[src/design/port_cd_pkg.sv]
/*
  Constants shared by the port B/C/D data-register block.
  Assumes a 16-bit register port with byte enables on a plain strobe bus.
*/
package port_cd_pkg;
  localparam logic [31:0] PORT_B_ADDR = 32'hFFFF8386;
  localparam logic [31:0] PORT_C_ADDR = 32'hFFFF8390;
  localparam logic [31:0] PORT_D_ADDR = 32'hFFFF8398;
  localparam logic [15:0] PORT_B_RESET = 16'hC0C0;
  localparam logic [15:0] PORT_C_RESET = 16'h8000;
  localparam logic [15:0] PORT_D_RESET = 16'h0000;
  // Writable bits of each register
  localparam logic [15:0] PORT_B_WMASK = 16'h3F3F;
  localparam logic [15:0] PORT_C_WMASK = 16'h7FFF;
  localparam logic [15:0] PORT_D_WMASK = 16'hFFFF;
  // Port B bits that obey the output-disable input; stored here but never driven by this block
  localparam logic [15:0] PORT_B_POD_BITS = 16'h1F00;
  localparam int ACCESS_CYCLES = 2;
  // Operating modes for port D pin sharing
  typedef enum logic [3:0] {
    MODE_SINGLE = 4'h1,
    MODE_ROM_ON = 4'h2,
    MODE_ROM_OFF_8 = 4'h4,
    MODE_ROM_OFF_16 = 4'h8
  } bus_mode_e;
  // Pin function selects
  localparam logic [1:0] FN_GENERAL = 2'h0;
  localparam logic [1:0] FN_OTHER = 2'h1;
endpackage

[src/design/port_pin_if.sv]
/*
  Interface carrying one port's register value, direction and pin levels
  between the register block and a pin-mux slice.
*/
`timescale 1ns/1ns
`default_nettype none
interface port_pin_if #(parameter int W = 16);
  logic [W-1:0] data;
  logic [W-1:0] dir;
  logic [W-1:0] general;
  logic [W-1:0] pin_in;
  logic [W-1:0] read_val;
  logic [W-1:0] drive_val;
  logic [W-1:0] drive_en;
  logic hold_off;
  modport regs (output data, dir, general, hold_off, input read_val, drive_val, drive_en, pin_in);
  modport pins (input data, dir, general, hold_off, pin_in, output read_val, drive_val, drive_en);
endinterface
`default_nettype wire

[src/design/port_cd_regs.sv]
/*
  Port B, C and D data registers with pin muxing; port B bits 8..12 are never driven.
  Assumes directions, function selects and bus mode come from elsewhere
  as steady levels, and byte lanes are given per access.
*/
`timescale 1ns/1ns
`default_nettype none
module port_cd_regs (
  input wire logic CLOCK_I,
  input wire logic NRST_I,
  input wire logic HW_STANDBY_I,
  input wire logic WDT_RESET_I,
  input wire logic [31:0] ADDR_I,
  input wire logic [15:0] WDATA_I,
  input wire logic [1:0] BYTE_EN_I,
  input wire logic WR_I,
  input wire logic RD_I,
  output logic [15:0] RDATA_O,
  output logic BUSY_O,
  input wire logic [15:0] PB_DIR_I,
  input wire logic [15:0] PB_GENERAL_I,
  input wire logic [15:0] PB_PIN_I,
  output logic [15:0] PB_PIN_O,
  output logic [15:0] PB_PIN_OE_O,
  input wire logic [15:0] PC_DIR_I,
  input wire logic [15:0] PC_GENERAL_I,
  input wire logic [15:0] PC_PIN_I,
  output logic [15:0] PC_PIN_O,
  output logic [15:0] PC_PIN_OE_O,
  input wire logic [15:0] PD_DIR_I,
  input wire logic [15:0] PD_GENERAL_I,
  input wire logic [15:0] PD_PIN_I,
  input wire logic [3:0] BUS_MODE_I,
  input wire logic OUTPUT_DISABLE_N_I,
  output logic [15:0] PD_PIN_O,
  output logic [15:0] PD_PIN_OE_O,
  output logic [15:0] PD_DATA_BUS_SEL_O
);
  // ==========================================================================
  // Register storage
  // ==========================================================================
  logic [15:0] port_b_pin_data_reg;
  logic [15:0] port_c_pin_data_reg;
  logic [15:0] port_d_pin_data_reg;
  logic [15:0] pd_general_eff;
  logic [15:0] pb_read;
  logic [15:0] pc_read;
  logic [15:0] pd_read;
  logic [15:0] pb_drive_en;
  logic [15:0] pc_drive_en;
  logic [15:0] pd_drive_en;
  logic [15:0] pb_drive_val;
  logic [15:0] pc_drive_val;
  logic [15:0] pd_drive_val;
  logic busy_reg;
  logic wr_ok;
  logic soft_reset;

  // Merge written byte lanes under a writable mask
  function automatic logic [15:0] merge_write(input logic [15:0] old, input logic [15:0] wd,
                                               input logic [1:0] be, input logic [15:0] mask);
    logic [15:0] lanes;
    lanes = {{8{be[1]}}, {8{be[0]}}} & mask;
    merge_write = (old & ~lanes) | (wd & lanes);
  endfunction

  // Watchdog power-on reset leaves data alone; standby reinitialises
  assign soft_reset = HW_STANDBY_I & ~WDT_RESET_I;
  // Sleep and software standby are not inputs: contents simply persist
  // Master never waits, so a strobe right after another is still taken
  assign wr_ok = WR_I;

  always_ff @(posedge CLOCK_I or negedge NRST_I) begin
    if (!NRST_I) begin
      port_b_pin_data_reg <= port_cd_pkg::PORT_B_RESET;
    end else if (soft_reset) begin
      port_b_pin_data_reg <= port_cd_pkg::PORT_B_RESET;
    end else if (wr_ok && ADDR_I == port_cd_pkg::PORT_B_ADDR) begin
      port_b_pin_data_reg <= merge_write(port_b_pin_data_reg, WDATA_I, BYTE_EN_I,
                                         port_cd_pkg::PORT_B_WMASK);
    end
  end

  always_ff @(posedge CLOCK_I or negedge NRST_I) begin
    if (!NRST_I) begin
      port_c_pin_data_reg <= port_cd_pkg::PORT_C_RESET;
    end else if (soft_reset) begin
      port_c_pin_data_reg <= port_cd_pkg::PORT_C_RESET;
    end else if (wr_ok && ADDR_I == port_cd_pkg::PORT_C_ADDR) begin
      // Bit 15 is outside the mask and stays one
      port_c_pin_data_reg <= merge_write(port_c_pin_data_reg, WDATA_I, BYTE_EN_I,
                                         port_cd_pkg::PORT_C_WMASK);
    end
  end

  always_ff @(posedge CLOCK_I or negedge NRST_I) begin
    if (!NRST_I) begin
      port_d_pin_data_reg <= port_cd_pkg::PORT_D_RESET;
    end else if (soft_reset) begin
      port_d_pin_data_reg <= port_cd_pkg::PORT_D_RESET;
    end else if (wr_ok && ADDR_I == port_cd_pkg::PORT_D_ADDR) begin
      port_d_pin_data_reg <= merge_write(port_d_pin_data_reg, WDATA_I, BYTE_EN_I,
                                         port_cd_pkg::PORT_D_WMASK);
    end
  end

  // ==========================================================================
  // Two-cycle access timing
  // ==========================================================================
  // Flags the second cycle of each access; a new strobe may overlap it
  always_ff @(posedge CLOCK_I or negedge NRST_I) begin
    if (!NRST_I) begin
      busy_reg <= 1'b0;
    end else begin
      busy_reg <= WR_I | RD_I;
    end
  end

  assign BUSY_O = busy_reg;

  // ==========================================================================
  // Port D pin sharing by mode
  // ==========================================================================
  always_comb begin
    PD_DATA_BUS_SEL_O = 16'h0000;
    pd_general_eff = PD_GENERAL_I;
    case (BUS_MODE_I)
      port_cd_pkg::MODE_SINGLE: begin
        pd_general_eff = 16'hFFFF;
      end
      port_cd_pkg::MODE_ROM_ON: begin
        PD_DATA_BUS_SEL_O = ~PD_GENERAL_I;
      end
      port_cd_pkg::MODE_ROM_OFF_8: begin
        PD_DATA_BUS_SEL_O = {~PD_GENERAL_I[15:8], 8'hFF};
        pd_general_eff = {PD_GENERAL_I[15:8], 8'h00};
      end
      port_cd_pkg::MODE_ROM_OFF_16: begin
        PD_DATA_BUS_SEL_O = 16'hFFFF;
        pd_general_eff = 16'h0000;
      end
      default: begin
        pd_general_eff = PD_GENERAL_I;
      end
    endcase
  end

  // ==========================================================================
  // Pin slices
  // ==========================================================================
  port_pin_if #(.W(16)) pb_if ();
  port_pin_if #(.W(16)) pc_if ();
  port_pin_if #(.W(16)) pd_if ();

  assign pb_if.data = port_b_pin_data_reg;
  assign pb_if.dir = PB_DIR_I;
  assign pb_if.general = PB_GENERAL_I & ~port_cd_pkg::PORT_B_POD_BITS;
  assign pb_if.pin_in = PB_PIN_I;
  assign pb_if.hold_off = 1'b0;
  assign pb_read = pb_if.read_val;
  assign pb_drive_en = pb_if.drive_en;
  assign pb_drive_val = pb_if.drive_val;

  assign pc_if.data = port_c_pin_data_reg;
  assign pc_if.dir = PC_DIR_I & port_cd_pkg::PORT_C_WMASK;
  assign pc_if.general = PC_GENERAL_I & port_cd_pkg::PORT_C_WMASK;
  assign pc_if.pin_in = PC_PIN_I;
  assign pc_if.hold_off = 1'b0;
  assign pc_read = pc_if.read_val;
  assign pc_drive_en = pc_if.drive_en;
  assign pc_drive_val = pc_if.drive_val;

  assign pd_if.data = port_d_pin_data_reg;
  assign pd_if.dir = PD_DIR_I;
  assign pd_if.general = pd_general_eff;
  assign pd_if.pin_in = PD_PIN_I;
  assign pd_if.hold_off = ~OUTPUT_DISABLE_N_I;
  assign pd_read = pd_if.read_val;
  assign pd_drive_en = pd_if.drive_en;
  assign pd_drive_val = pd_if.drive_val;

  port_pin_slice #(.W(16)) u_pb (.p(pb_if));
  port_pin_slice #(.W(16)) u_pc (.p(pc_if));
  port_pin_slice #(.W(16)) u_pd (.p(pd_if));

  assign PB_PIN_O = pb_drive_val;
  assign PB_PIN_OE_O = pb_drive_en;
  assign PC_PIN_O = pc_drive_val;
  assign PC_PIN_OE_O = pc_drive_en;
  assign PD_PIN_O = pd_drive_val;
  assign PD_PIN_OE_O = pd_drive_en;

  // ==========================================================================
  // Read data, one cycle after the strobe
  // ==========================================================================
  always_ff @(posedge CLOCK_I or negedge NRST_I) begin
    if (!NRST_I) begin
      RDATA_O <= 16'h0000;
    end else if (RD_I) begin
      case (ADDR_I)
        port_cd_pkg::PORT_B_ADDR: RDATA_O <= (pb_read & port_cd_pkg::PORT_B_WMASK)
                                             | (port_cd_pkg::PORT_B_RESET & ~port_cd_pkg::PORT_B_WMASK);
        port_cd_pkg::PORT_C_ADDR: RDATA_O <= {1'b1, pc_read[14:0]};
        port_cd_pkg::PORT_D_ADDR: RDATA_O <= pd_read;
        default: RDATA_O <= 16'h0000;
      endcase
    end else begin
      RDATA_O <= 16'h0000;
    end
  end
endmodule // port_cd_regs
`default_nettype wire

[src/design/port_pin_slice.sv]
/*
  Per-pin read mux and output driver for one port.
  Assumes pin inputs are synchronous to the clock.
*/
`timescale 1ns/1ns
`default_nettype none
module port_pin_slice #(
  parameter int W = 16
) (
  port_pin_if.pins p
);
  // Direction 0 reads the pin; direction 1 reads the stored bit
  assign p.read_val = (p.dir & p.data) | (~p.dir & p.pin_in);
  assign p.drive_val = p.data;
  // Only general outputs drive; a held-off port floats
  assign p.drive_en = (p.dir & p.general) & {W{~p.hold_off}};
endmodule // port_pin_slice
`default_nettype wire

[config.mk]
export PLATFORM = sky130hd
export DESIGN_NAME = port_cd_regs
export DESIGN_NICKNAME = d
export VERILOG_FILES = /design/src/design/port_cd_pkg.sv /design/src/design/port_pin_if.sv /design/src/design/port_cd_regs.sv /design/src/design/port_pin_slice.sv
export SDC_FILE = /design/constraint.sdc
export NUM_CORES = 1
export LEC_CHECK = 0
export BUFFER_PORTS_ARGS = -buffer_cell sky130_fd_sc_hd__clkbuf_2
export CAP_MARGIN = 30
export CELL_PAD_IN_SITES_DETAIL_PLACEMENT = 1
export CELL_PAD_IN_SITES_GLOBAL_PLACEMENT = 1
export CORE_AREA = 2 2 128 130
export CTS_BUF_LIST = sky130_fd_sc_hd__clkbuf_4 sky130_fd_sc_hd__clkbuf_8
export CTS_CLUSTER_DIAMETER = 60
export DETAILED_ROUTE_END_ITERATION = 10
export DIE_AREA = 0 0 130 132
export PLACE_DENSITY_LB_ADDON = 0.15
export SLEW_MARGIN = 20
export SYNTH_ARGS = -nofsm -noshare
export SYNTH_HDL_FRONTEND = slang
export SYNTH_HIERARCHICAL = 1
export SYNTH_SLANG_ARGS = --single-unit
[constraint.sdc]
create_clock -name CLOCK_I -period 1.77 [get_ports CLOCK_I]
set_input_delay 0.2655 -clock CLOCK_I [delete_from_list [all_inputs] [get_ports CLOCK_I]]
set_output_delay 0.2655 -clock CLOCK_I [all_outputs]
set_load 0.05 [all_outputs]
==> flow_summary.toml <==
[power]
power_density_mw_per_mm2 = 545
switching_share_pct = 31.8
p_int_w = 0.00249
p_comb_share_pct = 26.9
p_seq_share_pct = 38.2
power_frac_clock_pct = 34.8
p_switching_w = 0.00116
p_total_w = 0.00365
p_leak_nw = 4.04
vdd_drop_max_v = 0.000242

[floorplan]
initial_core_util_pct = 28.3
core_mm2 = 0.0157
fp.dieH_um = 132
pin_count = 334
num_rows = 46
die_w_um = 130
die_area_mm2 = 0.0172

[timing]
worst_slew_pin_slew_ns = 0.623
min_period_ns = 1.74
setup_viol = 0
finClkSkew_ns = 0.00585
rsz0062_at_grt = "yes"
hold_viol = 0
final_max_slew_viol_count = 0
fin_crit_sh_pct = 98.1
setup_tns_ns = 0
max_slew_margin_pct = 58.5
fmax_mhz = 576
hold_slack_ns = 0.136

[worst_setup_path]
r2r-start = "pd_if.data[4]"
worstPathRequired_ns = 1.50
crit_slowest_cell = "or4_4"
r2r_end = "RDATA_O[4]"
critPathLaunch = "BUS_MODE_I[3]"
crit_fanout = 8
critical_path.startpoint_type = "input port"
reg2reg_slack_ns = 0.45
crit_type = "in -> out"
endpoint = "PD_PIN_OE_O[14]"
critPathMaxStageDelay_ns = 0.55
cp-end-kind = "output pin"
crit_path_cell_trace = "clkbuf_2 > or4_4 > buf_6 > nand2_1 > and3b_2 > buf_8"
r2r_cells = 4
cp_data_arrival_time_ns = 1.47

[cts]
clockBufferDepth = 2
root_buffer = "clkbuf_8"
cts_setup_buffers = 0
cts.sinks = 61
clk_latency_ns = 0.34
clk_pin_slew_ns = 0.07
h-tree-depth = 3
cts_buffers = 9
cts_tree = "built"

[synth]
synth_area_per_cell_um2 = 9.55
netlist_instances = 465
synth_area_mm2 = 0.00444
ys_warn_count = 6

[detailed_routing]
vias_per_cell = 4.62
drc = 0
drt_iter0_markers = 92
final_antenna_net_count = 0
vias = 4569
routed_wirelength_um = 17800
routedWlPerCell_um = 17.9
dr.pass1.iters = 4

[run]
cap_violations = 0

[placement]
placement.io_buffers = 315
hpwlAfterDp_um = 14500
finalWeightedCongestion = 0.769

[outcome]
outcome = "finished, final reports clean"

[final_layout]
antennaDiodeCount = 0
syn_to_final_growth_pct = 50.7
utilization_pct = 42.6
nets = 974
drive_gt1_share_pct = 60.2

[worst_hold_path]
holdCritPathClass = "in -> reg"

[global_route]
overflow = 0
antenna_found_initial = 0
grt_max_degree = 61
grt_util_all_layers_pct = 20.6
grt_pass1_wl_um = 27100
grt_pass1_vias = 5030
-- flip-flops by register name (all words and copies together) (netlist names) --
register and cells:
pb_if.data 13, pd_if.data 16, pc_if.data 15, BUSY_O 1, RDATA_O 16
-- worst max-delay path: cells and delay by family --
kind	cells	cell delay [ns]
and+or+nand+nor	3	0.81
buffers and inverters	3	0.39
-- layout make-up --
cell class / count / area, um2
inverters: 5 / 18.8
clock inverters: 6 / 62.6
multi-input cells: 350 / 2580
well taps: 216 / 270
clock buffers: 10 / 138
fillers: 1905 / 9020
repair buffers: 342 / 2090
flip-flops and latches: 61 / 1530
-- metrics by stage --
step           cells  cell area (um2)  setup WS, ns
3_5_place_dp     973             6350        -0.176
5_1_grt          990             6690      -0.00967
4_1_cts          990             6670       0.00166
6_report         990             6690        0.0335
2_1_floorplan    485             4570        -0.236
3_3_place_gp     973             6350        -0.141
-- per-layer routing --
layer	vias to the layer above	track usage [%]	part of all wire (%)
li1	2169	-	-
met1	2181	23.3	39
met2	195	38.5	53
met3	24	3.45	6.2
met4	0	6.81	1.8
met5	-	0	0
-- repair_timing --
item / in CTS / in global routing
setup endpoints to repair: 16 / 22
hold buffers: 1 / 0
hold endpoints to repair: 26 / 0
gates resized for setup: 24 / 16
pin swaps: 1 / 2
-- worst min-delay path by stage --
stage / startpoint / depth (start not counted) / slack [ns] / to
floorplan: NRST_I / 0 / -0.03 / BUSY_O
global placement: NRST_I / 1 / 0.22 / RDATA_O[1]
detailed placement: NRST_I / 1 / 0.23 / RDATA_O[1]
CTS: RD_I / 2 / 0.11 / BUSY_O
global route: RD_I / 2 / 0.12 / BUSY_O
finish: RD_I / 2 / 0.14 / BUSY_O
-- power groups by stage --
stage | combinational (W) | clock [W] | sequential [W]
6_report | 0.000981 | 0.00127 | 0.00139
5_1_grt | 0.00106 | 0.00138 | 0.00139
4_1_cts | 0.000972 | 0.00133 | 0.00139
3_5_place_dp | 0.000945 | 0 | 0.00142
3_3_place_gp | 0.000926 | 0 | 0.00142
2_1_floorplan | 0.000510 | 0 | 0.00143
-- layout by cell type (no fill, tap or decap), drive strengths merged, types with 2 or more instances in the layout --
master / n
a21oi: 19
a22oi: 12
and3b: 48
buf: 43
clkbuf: 308
clkinv: 2
clkinvlp: 3
conb: 21
dfrtp: 60
inv: 5
mux2: 58
mux2i: 43
nand2: 94
nand2b: 2
nand4: 10
nor2: 22
nor3: 5
o211ai: 2
Power figures use the tool's default switching activity.
